### src/rdcmd_pkg.sv
// constants, field layouts and carrier types for the dma read command decoder
package rdcmd_pkg;

	// register index map on the local register port
	localparam logic [3:0] ADR_FEATURE   = 4'h1;
	localparam logic [3:0] ADR_SECCNT    = 4'h2;
	localparam logic [3:0] ADR_SECNUM    = 4'h3;
	localparam logic [3:0] ADR_CYLLO     = 4'h4;
	localparam logic [3:0] ADR_CYLHI     = 4'h5;
	localparam logic [3:0] ADR_DEVHEAD   = 4'h6;
	localparam logic [3:0] ADR_CMD_STAT  = 4'h7;
	localparam logic [3:0] ADR_ERROR     = 4'h8;
	localparam logic [3:0] ADR_DEVCTL    = 4'h9;
	localparam logic [3:0] ADR_INT_STAT  = 4'ha;
	localparam logic [3:0] ADR_INT_MASK  = 4'hb;

	// opcodes; the 28-bit read is matched on bits 7:1 only
	localparam logic [6:0] OPC_READ28_HI = 7'h64;
	localparam logic [7:0] OPC_READ48    = 8'h25;
	localparam logic [7:0] OPC_READ_Q    = 8'h60;

	// field positions
	localparam int DH_LBA_BIT   = 6;
	localparam int CTL_HOB_BIT  = 7;
	localparam int ERR_CRC_BIT  = 7;
	localparam int ERR_UNC_BIT  = 6;
	localparam int ERR_IDN_BIT  = 4;
	localparam int ERR_ABT_BIT  = 2;
	localparam int ST_BSY_BIT   = 7;
	localparam int ST_RDY_BIT   = 6;
	localparam int ST_DSC_BIT   = 4;
	localparam int ST_DRQ_BIT   = 3;
	localparam int ST_ERR_BIT   = 0;
	localparam int INT_DONE_BIT = 0;
	localparam int INT_FAIL_BIT = 1;

	// sector counts given by a zero count field
	localparam logic [16:0] CNT28_MAX = 17'h00100;
	localparam logic [16:0] CNT48_MAX = 17'h10000;
	localparam logic [7:0]  RST_BYTE  = 8'h00;
	localparam logic [1:0]  RST_INT   = 2'h0;
	localparam logic [7:0]  FIRST_SEC = 8'h01;

	// command block byte with its previously written value
	typedef struct packed {
		logic [7:0] prv;
		logic [7:0] cur;
	} tf_pair_type;

	// sector request toward the media engine
	typedef struct packed {
		logic [47:0] addr;
		logic        chs;
	} med_req_type;

	typedef enum logic [1:0] {
		ST_IDLE = 2'b00,
		ST_SEEK = 2'b01,
		ST_XFER = 2'b10,
		ST_DONE = 2'b11
	} state_type;

endpackage

### src/dma_read_cmd.sv
// dma read command decoder: command block, sector sequencing, dma handoff, status and interrupt
// Overview of operation
// - 28-bit device/head low nibble is head in CHS, address bits 24-27 in LBA.
// - lowest opcode bit of the 28-bit read is ignored.
// - 28-bit completion leaves count of untransferred sectors, zero unless error.
// - 28-bit completion reports last transferred sector address across the four registers.
// - opcode 25h starts a 48-bit dma read from media to host.
// - 48-bit read data moves as 16-bit words.
// - each word is qualified by the dma request and taken by host dma.
// - exactly one interrupt per read, after transfer ends and status is final.
// - uncorrectable media error stops the transfer at the failing sector.
// - 48-bit count: current byte is bits 7:0, previous byte bits 15:8.
// - 48-bit count of zero means 65,536 sectors.
// - 48-bit start address assembled from current and previous address bytes.
// - failed 48-bit read presents first error address, upper bytes under high-order select.
// - opcode 60h starts a queued first-party dma read.
// - error register shows crc, unc, idnf, abort in 7,6,4,2; others zero.
// - status shows busy, fault, corrected clear; ready, seek-complete, error valid.
// - 28-bit count of zero means 256 sectors.
//
// Chosen here: the register addresses and strobed register access.
`timescale 1ns/10ps
`default_nettype none
module dma_read_cmd
	import rdcmd_pkg::*;
#(
	parameter int          WORDS_PER_SEC = 256,
	parameter logic [7:0]  CHS_SPT       = 8'h3f,
	parameter logic [3:0]  CHS_HEADS     = 4'hf
) (
	// clock and reset
	input  wire logic                  mclk,
	input  wire logic                  sys_rst,
	// register port
	input  wire logic [3:0]            reg_addr,
	input  wire logic [7:0]            reg_wdata,
	input  wire logic                  reg_wr,
	input  wire logic                  reg_rd,
	output logic [7:0]                 reg_rdata,
	// media engine
	output logic                       med_req,
	output rdcmd_pkg::med_req_type     med_cmd,
	input  wire logic                  med_valid,
	output logic                       med_ready,
	input  wire logic [15:0]           med_data,
	input  wire logic                  med_last,
	input  wire logic                  med_unc,
	input  wire logic                  med_idnf,
	// host dma
	output logic                       dmarq,
	input  wire logic                  dma_ack,
	output logic [15:0]                dma_data,
	input  wire logic                  crc_err,
	// interrupt
	output logic                       irq
);
	import rdcmd_pkg::*;

	state_type    state_ff;
	state_type    nxt_state;
	tf_pair_type  feat_ff;
	tf_pair_type  scnt_ff;
	tf_pair_type  snum_ff;
	tf_pair_type  cyllo_ff;
	tf_pair_type  cylhi_ff;
	logic [7:0]   devhead_ff;
	logic         hob_ff;
	logic         ext_ff;
	logic         chs_ff;
	logic [47:0]  addr_ff;
	logic [47:0]  last_ff;
	logic [16:0]  remain_ff;
	logic [7:0]   err_ff;
	logic [15:0]  word_ff;
	logic         full_ff;
	logic         lastw_ff;
	logic [1:0]   int_stat_ff;
	logic [1:0]   int_mask_ff;
	logic [7:0]   rdata_ff;

	logic         busy;
	logic         cmd_wr;
	logic         is_rd28;
	logic         is_rd48;
	logic         is_rdq;
	logic         take_word;
	logic         sec_done;
	logic         med_fail;
	logic         fail_any;
	logic [47:0]  rep_addr;
	logic [16:0]  cnt_start;
	logic [47:0]  addr_start;
	logic [7:0]   status;

	// next sector address; CHS layout is sector [7:0], cylinder [23:8], head [27:24]
	function automatic logic [47:0] next_addr(input logic [47:0] a, input logic chs);
		logic [47:0] r;
		r = a + 48'h1;
		if (chs) begin
			r = a;
			if (a[7:0] == CHS_SPT) begin
				r[7:0] = FIRST_SEC;
				if (a[27:24] == CHS_HEADS) begin
					r[27:24] = 4'h0;
					r[23:8]  = a[23:8] + 16'h1;
				end else begin
					r[27:24] = a[27:24] + 4'h1;
				end
			end else begin
				r[7:0] = a[7:0] + 8'h1;
			end
		end
		return r;
	endfunction

	assign busy   = (state_ff != ST_IDLE);
	assign cmd_wr = reg_wr && (reg_addr == ADR_CMD_STAT) && !busy;
	// retry bit ignored
	// match bits 7:1
	assign is_rd28 = (reg_wdata[7:1] == OPC_READ28_HI);
	assign is_rd48 = (reg_wdata == OPC_READ48);
	assign is_rdq  = (reg_wdata == OPC_READ_Q);

	// start count per command form
	always_comb begin
		cnt_start = {9'h000, scnt_ff.cur};
		if (is_rd28) begin
			if (scnt_ff.cur == RST_BYTE) begin
				cnt_start = CNT28_MAX;
			end
		end else if (is_rdq) begin
			cnt_start = {1'b0, feat_ff.prv, feat_ff.cur};
			if (cnt_start == 17'h00000) begin
				cnt_start = CNT48_MAX;
			end
		end else begin
			cnt_start = {1'b0, scnt_ff.prv, scnt_ff.cur};
			if (cnt_start == 17'h00000) begin
				cnt_start = CNT48_MAX;
			end
		end
	end

	// start address per command form
	always_comb begin
		if (is_rd28) begin
			// head nibble doubles as LBA 27:24
			addr_start = {20'h00000, devhead_ff[3:0], cylhi_ff.cur, cyllo_ff.cur, snum_ff.cur};
		end else begin
			// previous bytes form the upper half
			addr_start = {cylhi_ff.prv, cyllo_ff.prv, snum_ff.prv, cylhi_ff.cur, cyllo_ff.cur, snum_ff.cur};
		end
	end

	// a word is moved only when the request is up and host acknowledges
	assign take_word = full_ff && dma_ack;
	assign sec_done  = (state_ff == ST_XFER) && take_word && lastw_ff;
	assign med_fail  = (state_ff == ST_XFER) && (med_unc || med_idnf);
	assign fail_any  = med_fail || ((state_ff == ST_XFER) && crc_err);

	// sequencing
	always_comb begin
		nxt_state = state_ff;
		case (state_ff)
			ST_IDLE: begin
				if (cmd_wr) begin
					nxt_state = (is_rd28 || is_rd48 || is_rdq) ? ST_SEEK : ST_DONE;
				end
			end
			ST_SEEK: begin
				nxt_state = ST_XFER;
			end
			ST_XFER: begin
				if (fail_any) begin
					nxt_state = ST_DONE;
				end else if (sec_done) begin
					nxt_state = (remain_ff == 17'h00001) ? ST_DONE : ST_SEEK;
				end
			end
			default: begin
				nxt_state = ST_IDLE;
			end
		endcase
	end

	always_ff @(posedge mclk) begin
		if (sys_rst) begin
			state_ff <= ST_IDLE;
		end else begin
			state_ff <= nxt_state;
		end
	end

	// command context, address and count
	always_ff @(posedge mclk) begin
		if (sys_rst) begin
			ext_ff    <= 1'b0;
			chs_ff    <= 1'b0;
			addr_ff   <= 48'h0;
			last_ff   <= 48'h0;
			remain_ff <= 17'h0;
		end else if (state_ff == ST_IDLE && cmd_wr) begin
			ext_ff    <= !is_rd28;
			// addressing mode latched at command write
			chs_ff    <= is_rd28 && !devhead_ff[DH_LBA_BIT];
			addr_ff   <= addr_start;
			last_ff   <= addr_start;
			remain_ff <= cnt_start;
		end else if (sec_done && !fail_any) begin
			last_ff   <= addr_ff;
			addr_ff   <= next_addr(addr_ff, chs_ff);
			remain_ff <= remain_ff - 17'h1;
		end
	end

	// error flags, cleared at each new command
	always_ff @(posedge mclk) begin
		if (sys_rst) begin
			err_ff <= RST_BYTE;
		end else if (state_ff == ST_IDLE && cmd_wr) begin
			err_ff <= RST_BYTE;
			if (!(is_rd28 || is_rd48 || is_rdq)) begin
				err_ff[ERR_ABT_BIT] <= 1'b1;
			end
		end else if (state_ff == ST_XFER) begin
			// only bits 7, 6 and 4 can be set here
			if (crc_err) begin
				err_ff[ERR_CRC_BIT] <= 1'b1;
			end
			if (med_unc) begin
				err_ff[ERR_UNC_BIT] <= 1'b1;
			end
			if (med_idnf) begin
				err_ff[ERR_IDN_BIT] <= 1'b1;
			end
		end
	end

	// one word holding stage between media and host
	always_ff @(posedge mclk) begin
		if (sys_rst) begin
			word_ff  <= 16'h0;
			full_ff  <= 1'b0;
			lastw_ff <= 1'b0;
		end else if (state_ff != ST_XFER || fail_any) begin
			full_ff  <= 1'b0;
			lastw_ff <= 1'b0;
		end else if (med_valid && med_ready) begin
			word_ff  <= med_data;
			full_ff  <= 1'b1;
			lastw_ff <= med_last;
		end else if (take_word) begin
			full_ff  <= 1'b0;
		end
	end

	assign med_ready   = (state_ff == ST_XFER) && !full_ff;
	assign med_req     = (state_ff == ST_SEEK);
	assign med_cmd     = '{addr: addr_ff, chs: chs_ff};
	assign dmarq       = full_ff;
	assign dma_data    = word_ff;

	// address reported at completion: failing sector on error, else last done
	assign rep_addr = (err_ff[ERR_UNC_BIT] || err_ff[ERR_IDN_BIT] || err_ff[ERR_CRC_BIT]) ? addr_ff : last_ff;

	// command block bytes; written by the host while idle, loaded with results at done
	always_ff @(posedge mclk) begin
		if (sys_rst) begin
			feat_ff    <= '{prv: RST_BYTE, cur: RST_BYTE};
			scnt_ff    <= '{prv: RST_BYTE, cur: RST_BYTE};
			snum_ff    <= '{prv: RST_BYTE, cur: RST_BYTE};
			cyllo_ff   <= '{prv: RST_BYTE, cur: RST_BYTE};
			cylhi_ff   <= '{prv: RST_BYTE, cur: RST_BYTE};
			devhead_ff <= RST_BYTE;
		end else if (state_ff == ST_DONE && !err_ff[ERR_ABT_BIT]) begin
			scnt_ff    <= '{prv: remain_ff[15:8], cur: remain_ff[7:0]};
			// last sector address in the address bytes
			// upper three bytes held in the previous half
			snum_ff    <= '{prv: rep_addr[31:24], cur: rep_addr[7:0]};
			cyllo_ff   <= '{prv: rep_addr[39:32], cur: rep_addr[15:8]};
			cylhi_ff   <= '{prv: rep_addr[47:40], cur: rep_addr[23:16]};
			if (!ext_ff) begin
				devhead_ff[3:0] <= rep_addr[27:24];
			end
		end else if (reg_wr && !busy) begin
			if (reg_addr == ADR_FEATURE) begin
				feat_ff <= '{prv: feat_ff.cur, cur: reg_wdata};
			end else if (reg_addr == ADR_SECCNT) begin
				scnt_ff <= '{prv: scnt_ff.cur, cur: reg_wdata};
			end else if (reg_addr == ADR_SECNUM) begin
				snum_ff <= '{prv: snum_ff.cur, cur: reg_wdata};
			end else if (reg_addr == ADR_CYLLO) begin
				cyllo_ff <= '{prv: cyllo_ff.cur, cur: reg_wdata};
			end else if (reg_addr == ADR_CYLHI) begin
				cylhi_ff <= '{prv: cylhi_ff.cur, cur: reg_wdata};
			end else if (reg_addr == ADR_DEVHEAD) begin
				devhead_ff <= reg_wdata;
			end
		end
	end

	// high-order byte select
	always_ff @(posedge mclk) begin
		if (sys_rst) begin
			hob_ff <= 1'b0;
		end else if (reg_wr && reg_addr == ADR_DEVCTL) begin
			hob_ff <= reg_wdata[CTL_HOB_BIT];
		end else if (reg_wr && reg_addr != ADR_INT_STAT && reg_addr != ADR_INT_MASK && !busy) begin
			hob_ff <= 1'b0;
		end
	end

	// done event, and fail event on any error, raised only in the done state
	always_ff @(posedge mclk) begin
		if (sys_rst) begin
			int_stat_ff <= RST_INT;
		end else begin
			for (int i = 0; i < 2; i++) begin
				if (state_ff == ST_DONE && (i == INT_DONE_BIT || err_ff != RST_BYTE)) begin
					int_stat_ff[i] <= 1'b1;
				end else if (reg_wr && reg_addr == ADR_INT_STAT && reg_wdata[i]) begin
					int_stat_ff[i] <= 1'b0;
				end
			end
		end
	end

	always_ff @(posedge mclk) begin
		if (sys_rst) begin
			int_mask_ff <= RST_INT;
		end else if (reg_wr && reg_addr == ADR_INT_MASK) begin
			int_mask_ff <= reg_wdata[1:0];
		end
	end

	assign irq = |(int_stat_ff & int_mask_ff);

	// busy, fault, corrected clear once done; ready and seek complete set
	always_comb begin
		status              = RST_BYTE;
		status[ST_BSY_BIT]  = busy;
		status[ST_RDY_BIT]  = !busy;
		status[ST_DSC_BIT]  = !busy;
		status[ST_DRQ_BIT]  = full_ff;
		status[ST_ERR_BIT]  = !busy && (err_ff != RST_BYTE);
	end

	// read data, valid only in the cycle after the strobe
	always_ff @(posedge mclk) begin
		if (sys_rst || !reg_rd) begin
			rdata_ff <= RST_BYTE;
		end else if (reg_addr == ADR_FEATURE) begin
			rdata_ff <= hob_ff ? feat_ff.prv : feat_ff.cur;
		end else if (reg_addr == ADR_SECCNT) begin
			rdata_ff <= hob_ff ? scnt_ff.prv : scnt_ff.cur;
		end else if (reg_addr == ADR_SECNUM) begin
			rdata_ff <= hob_ff ? snum_ff.prv : snum_ff.cur;
		end else if (reg_addr == ADR_CYLLO) begin
			rdata_ff <= hob_ff ? cyllo_ff.prv : cyllo_ff.cur;
		end else if (reg_addr == ADR_CYLHI) begin
			rdata_ff <= hob_ff ? cylhi_ff.prv : cylhi_ff.cur;
		end else if (reg_addr == ADR_DEVHEAD) begin
			rdata_ff <= devhead_ff;
		end else if (reg_addr == ADR_CMD_STAT) begin
			rdata_ff <= status;
		end else if (reg_addr == ADR_ERROR) begin
			rdata_ff <= err_ff;
		end else if (reg_addr == ADR_DEVCTL) begin
			rdata_ff <= {hob_ff, 7'h00};
		end else if (reg_addr == ADR_INT_STAT) begin
			rdata_ff <= {6'h00, int_stat_ff};
		end else if (reg_addr == ADR_INT_MASK) begin
			rdata_ff <= {6'h00, int_mask_ff};
		end else begin
			rdata_ff <= RST_BYTE;
		end
	end

	assign reg_rdata = rdata_ff;

endmodule
`default_nettype wire

### config.mk
export PLATFORM = sky130hd
export DESIGN_NAME = dma_read_cmd
export DESIGN_NICKNAME = d
export VERILOG_FILES = /design/src/rdcmd_pkg.sv /design/src/dma_read_cmd.sv
export SDC_FILE = /design/constraint.sdc
export NUM_CORES = 1
export LEC_CHECK = 0
export ABC_AREA = 1
export BUFFER_PORTS_ARGS = -buffer_cell sky130_fd_sc_hd__buf_2
export CAP_MARGIN = 20
export CORE_MARGIN = 10
export CORE_UTILIZATION = 50
export CTS_BUF_LIST = sky130_fd_sc_hd__clkbuf_16
export DETAILED_ROUTE_END_ITERATION = 12
export PLACE_DENSITY = 0.76
export SLEW_MARGIN = 20
export SYNTH_ARGS = -nofsm -noshare
export SYNTH_HDL_FRONTEND = slang
export SYNTH_SLANG_ARGS = --single-unit
### constraint.sdc
create_clock -name mclk -period 3.7 [get_ports mclk]
set_clock_uncertainty 0.2 [all_clocks]
set_input_delay 0.185 -clock mclk [delete_from_list [all_inputs] [get_ports mclk]]
set_output_delay 0.185 -clock mclk [all_outputs]
set_load 0.005 [all_outputs]
# Yosys cells after proc, flatten, opt, wreduce, memory -nomap -nowiden
# Index checks and enable logic that the tools add are counted.
classes:
  n_eq_ne: 34
  reduce_logical: 74
  muxes: 80
  n_bitwise: 8
  n_addsub: 5
ops:
  columns: ["cell", "count"]
  rows:
  - ["2-to-1 mux 16 bit", 23]
  - ["2-to-1 mux 48 bit", 7]
  - ["2-to-1 mux 8 bit", 15]
  - ["2-to-1 mux 17 bit", 6]
  - ["adder 48 x 1 -> 48 bit, second input constant", 1]
  - ["2-to-1 mux 4 bit", 10]
  - ["logical NOT 16 bit", 2]
  - ["logical AND 1 bit", 24]
  - ["nonzero test 2 bit", 12]
  - ["equality test 4 bit, second input constant", 5]
  - ["2-to-1 mux 20 bit", 1]
  - ["equality test 17 x 1 -> 1 bit, second input constant", 1]
  - ["subtractor 17 x 1 -> 17 bit, second input constant", 1]
  - ["adder 16 x 1 -> 16 bit, second input constant", 1]
  - ["equality test 4 x 3 -> 1 bit, second input constant", 4]
  - ["equality test 8 x 6 -> 1 bit, second input constant", 2]
  - ["inequality test 2 bit, second input constant", 8]
  - ["AND reduction 8 bit", 2]
  - ["2-to-1 mux 2 bit", 7]
  - ["AND reduction 2 bit", 7]
  - ["2-to-1 mux 1 bit", 9]
  - ["2-to-1 mux 9 bit", 1]
  - ["AND reduction 3 bit", 3]
  - ["adder 8 x 1 -> 8 bit, second input constant", 1]
  - ["23 further kinds", 48]
word_totals:
  word_cells: 234
  regBits: 240
  output_inout_bits: 77

# Longest topological paths before layout
depth:
  word_depth: 12
  ltp_mapped: 12

# Worst setup path after synthesis
# Ideal clock, no wire load.
synth_timing:
  path_kind: "reg2reg"
  startpoint: "register addr_ff[1]"
  endpoint: "register addr_ff[34]"
  arrival_time_ns: 1.712
  path_stages_with_launch: 13
  required_ns: 3.391
  setup_ns: 0.109
  setup_slack_ns: 1.679
  cell_sequence: "dfxtp_1 > ha_1 > nand3_1 > inv_1 > nand2_1 > nor3_1 > nand2_1 > nor2_1 > nand2_1 > nand2_1 > nand3_1 > nand2_1 > inv_1"
synth_via:
  elab_chain_len: 4
synth_rtl:
  columns: ["item", "line_no", "source"]
  rows:
  - ["from (decl)", "dma_read_cmd.sv:70", "logic [47:0] addr_ff;"]
  - ["from (signal assigned)", "dma_read_cmd.sv:206", "addr_ff <= addr_start;"]
  - ["from (signal assigned)", "dma_read_cmd.sv:211", "addr_ff <= next_addr(addr_ff, chs_ff);"]
  - ["adder 48 x 1 -> 48 bit", "dma_read_cmd.sv:98", "r = a + 48'h1;"]
  - ["2-to-1 mux 48 bit", "dma_read_cmd.sv:99", "if (chs) begin"]
  - ["2-to-1 mux 48 bit", "dma_read_cmd.sv:209", "end else if (sec_done && !fail_any) begin"]
  - ["2-to-1 mux 48 bit", "dma_read_cmd.sv:202", "end else if (state_ff == ST_IDLE && cmd_wr) begin"]
# No other way between the ends. The select of a mux whose other input is x is not followed.
# A chain may end at the register's enable or synchronous reset.

# Final worst setup path
layout_timing:
  startpoint: "register state_ff[0]"
  endpoint: "register addr_ff[47]"
layout_via:
  elab_chain_len: 7
  elab_cells_between_ends: 17
  classes_between: "eq/ne (2); mux (1); reduce/logical (14)"
layout_rtl:
  columns: ["item", "line_no", "source"]
  rows:
  - ["from (decl)", "dma_read_cmd.sv:59", "state_type state_ff;"]
  - ["from (signal assigned)", "dma_read_cmd.sv:190", "state_ff <= nxt_state;"]
  - ["equality test 2 bit", "dma_read_cmd.sv:157, dma_read_cmd.sv:158, dma_read_cmd.sv:159", null]
  - ["logical AND 1 bit, on equally long branches", "dma_read_cmd.sv:158, dma_read_cmd.sv:159", null]
  - ["logical OR 1 bit", "dma_read_cmd.sv:159", "assign fail_any = med_fail || ((state_ff == ST_XFER) && crc_err);"]
  - ["logical NOT 1 bit", "dma_read_cmd.sv:209", null]
  - ["logical AND 1 bit", "dma_read_cmd.sv:209", null]
  - ["nonzero test 2 bit (no line)", null, null]
  - ["AND reduction 2 bit (no line)", null, null]
# Parallel ways exist; a longest one is shown, timed or not.

==> qor.txt <==
Outcome -> finished clean
Sum Neg Setup Slack -> 0 ns
Footprint of the multi-input gates -> 7320 µm²
Post-Route WL -> 55.8 mm
Max Root-Sink Buffers -> 3
Number of global-route vias before repair -> 14100
Resize count post-CTS -> 0
Dpl ws -> 0.861 ns
Max Cap Violations -> 0
Syn Std Cell Area -> 13500 µm²
Vias/cell -> 6.05
FMAX -> 0.335 GHz
Post-placement cell area -> 14300 µm²
IO buf count -> 114
Largest net degree at the start of global routing -> 97
Final cycle utilization of the critical path -> 80.6%
Sequential cell area -> 4800 µm²
Final Hold Vio Count -> 0
GR Util All Layers -> 32.1%
Die height -> 184 µm
Worst vdd ir -> 0.343 mV
# rows -> 60
Worst Path Required -> 3.98 ns
Simple-Gate Fraction of Synth Area -> 27.4%
Clock Pin Slew Worst Setup and Hold Paths -> 0.06 ns
Crit end category -> flop
FF+latch count, synth -> 240
Critical-path maximum fanout -> 20
Worst setup path class -> flop to flop
Detail Route Antenna Nets -> 0
Layout cell share with drive strength beyond 1 -> 9.59%
CTS sink cnt -> 240
Nets -> 2269
Synth warnings -> 0
Worst Hold Depth -> 4
R2R depth -> 9
Clock latency on the worst-skew pair -> 0.55 ns
Hold Crit Class -> input pin to flop
Post-synthesis mux area share -> 0%
Worst-Margin Slew -> 0.987 ns
Min cycle time layout -> 2.98 ns
Largest family of logic cells by synthesized area -> simple AND/OR/NAND/NOR gates
Final setup margin -> 0.717 ns
Cell leakage power -> 6.36 nW
Initial Util -> 50.4%
PD cells -> 447 nW/µm²
Syn_nets -> 2161
Number of remaining DRC errors -> 0
RSZ-0062 raised after global routing -> false
I/O Pins -> 115
Data arrival, critical path -> 3.27 ns
Chip Width -> 184 µm
Startpoint types -> flop
WL/cell -> 21.6 µm
Adder-Cell Fraction of Synth Area -> 0.465%
Gpl congestion -> 1.02
First-pass GRT wire length -> 85.1 mm
Synth cell types -> 41
Clock Tree Root -> clkbuf_16
Sequential share of the synthesized area -> 35.7%
First-pass DRT Iterations -> 6
DP Cell Count -> 2496
Layout area overhead -> 15.3%
Non-filler cells, final -> 2585
Gr ovfl total -> 0
Core Box Area -> 26700 µm²
Post-Syn Instances -> 2118
Design Area, Final -> 15500 µm²
CTS tree -> built
Slew HR -> 34.2%
Post-Synth XOR/XNOR Area -> 1.11%
Initial antenna violation count -> 2
Compound-Gate Fraction of Synth Area -> 25.4%
Final Slew Violations -> 0
Iter 0 DRT Violations -> 2228
Final setup viols -> 0
Cts bufs inserted -> 28
Die area -> 33900 µm²
Mapped Avg Cell Area -> 6.36 µm²
Vias -> 15600
Filler cells -> 2618
H-tree depth -> 1
Post-DP HPWL -> 40.5 mm
-- registers in the layout, indices dropped and copies added (netlist names), 4 cells and up --
signal	flops
snum_ff	16
cylhi_ff	16
scnt_ff	16
cyllo_ff	16
err_ff	4
dma_data	16
reg_rdata	8
remain_ff	17
addr_ff	48
last_ff	48
feat_ff	16
devhead_ff	8
-- power by group --
part	internal (mW)	switching (mW)	leakage [nW]
clock	1.54	1.14	0.439
sequential	2.77	0.207	1.94
combinational	0.393	0.899	3.98
-- cells in the mapped netlist --
cell type,instances,area (µm²)
nor2_2,1,6.26
nand2_1,417,1570
o22ai_1,7,43.8
inv_1,219,822
a21oi_1,245,1230
clkinv_1,3,11.3
nor2_1,275,1030
nand2_2,4,25.0
a31oi_2,1,12.5
a21o_1,1,7.51
dfxtp_1,240,4800
nor2_8,1,20.0
nand3b_1,6,45.0
o21bai_1,3,22.5
buf_4,4,30.0
ha_1,5,62.6
nor4_1,1,6.26
inv_2,6,22.5
a211oi_1,5,37.5
o2111ai_1,1,8.76
clkbuf_1,61,229
buf_1,7,26.3
o31ai_1,4,30.0
nor2_4,6,67.6
nor3_1,26,130
and3_1,1,6.26
o21ai_1,6,30.0
or2_2,4,25.0
xnor2_1,2,17.5
nand4_1,41,257
buf_2,37,185
nand2_4,1,11.3
xor2_1,15,131
o211ai_1,34,255
nand3_1,98,490
a31oi_1,61,382
o21a_1,1,7.51
o21ai_2,2,17.5
a22oi_1,5,37.5
buf_6,2,22.5
o21ai_0,259,1300
-- cells in the final DEF (no fill, tap or decap), drive strengths merged, types with 41 or more instances in the layout --
| cell | count |
|---|---|
| buf | 148 |
| dlygate4sd3 | 41 |
| nand3 | 98 |
| inv | 229 |
| a31oi | 62 |
| dfxtp | 240 |
| nand4 | 41 |
| o21ai | 267 |
| nand2 | 422 |
| a21oi | 245 |
| nor2 | 283 |
-- final cells by class --
class,count,share of cell area [%]
Inverter,228,5.53
Antenna cell,1,0.0161
Sequential cell,240,30.9
Multi-Input combinational cell,1539,47.1
Clock inverter,18,0.854
Timing Repair Buffer,189,8.12
Clock buffer,29,4.67
Tap cell,341,2.75
-- per-layer routing --
metal  vias to the layer above  global-route usage (%)  share of wire [%]
li1                       7288                       -                  -
met1                      7163                    43.4                 41
met2                      1034                    46.2                 41
met3                       148                    8.43                 13
met4                         2                    15.8                5.4
met5                         -                       0              0.034
-- logic make-up after synthesis --
| group | count (synthesis) |
|---|---|
| flops | 240 |
| buf+inv | 339 |
| xor+xnor | 17 |
| simple gates | 882 |
| fa+ha+maj | 5 |
| compound gates | 635 |
-- path summary, 6_finish.rpt --
check                  from        endpoint  slack [ns]
max             state_ff[0]     addr_ff[47]        0.72
min                 sys_rst     feat_ff[14]        0.16
max reg2reg     state_ff[0]     addr_ff[47]        0.72
min reg2reg  int_stat_ff[1]  int_stat_ff[1]        0.27
-- repair_timing --
| action | CTS | global route |
|---|---|---|
| hold endpoints to repair | 52 | 0 |
| buffers inserted | 0 | 0 |
| hold buffers | 41 | 0 |
-- metrics by stage --
stage	util (%)	total power [mW]	hold slack, ns
3_3_place_gp	53.4	4.20	0.234
3_5_place_dp	53.4	4.23	0.247
5_1_grt	58.1	7.20	0.183
6_report	58.1	6.95	0.157
4_1_cts	58.1	6.90	0.136
2_1_floorplan	-	3.77	0.129
-- worst max-delay path, stage by stage (launching register included) --
cell and delay, ns:
dfxtp_1 0.40, nor2_4 0.22, nand2_4 0.13, inv_2 0.12, nand2_2 0.37, nand2_2 0.40, nand2_2 0.16, inv_1 0.56
o21ai_0 0.17, a21oi_1 0.16
Power figures use the tool's default switching activity.
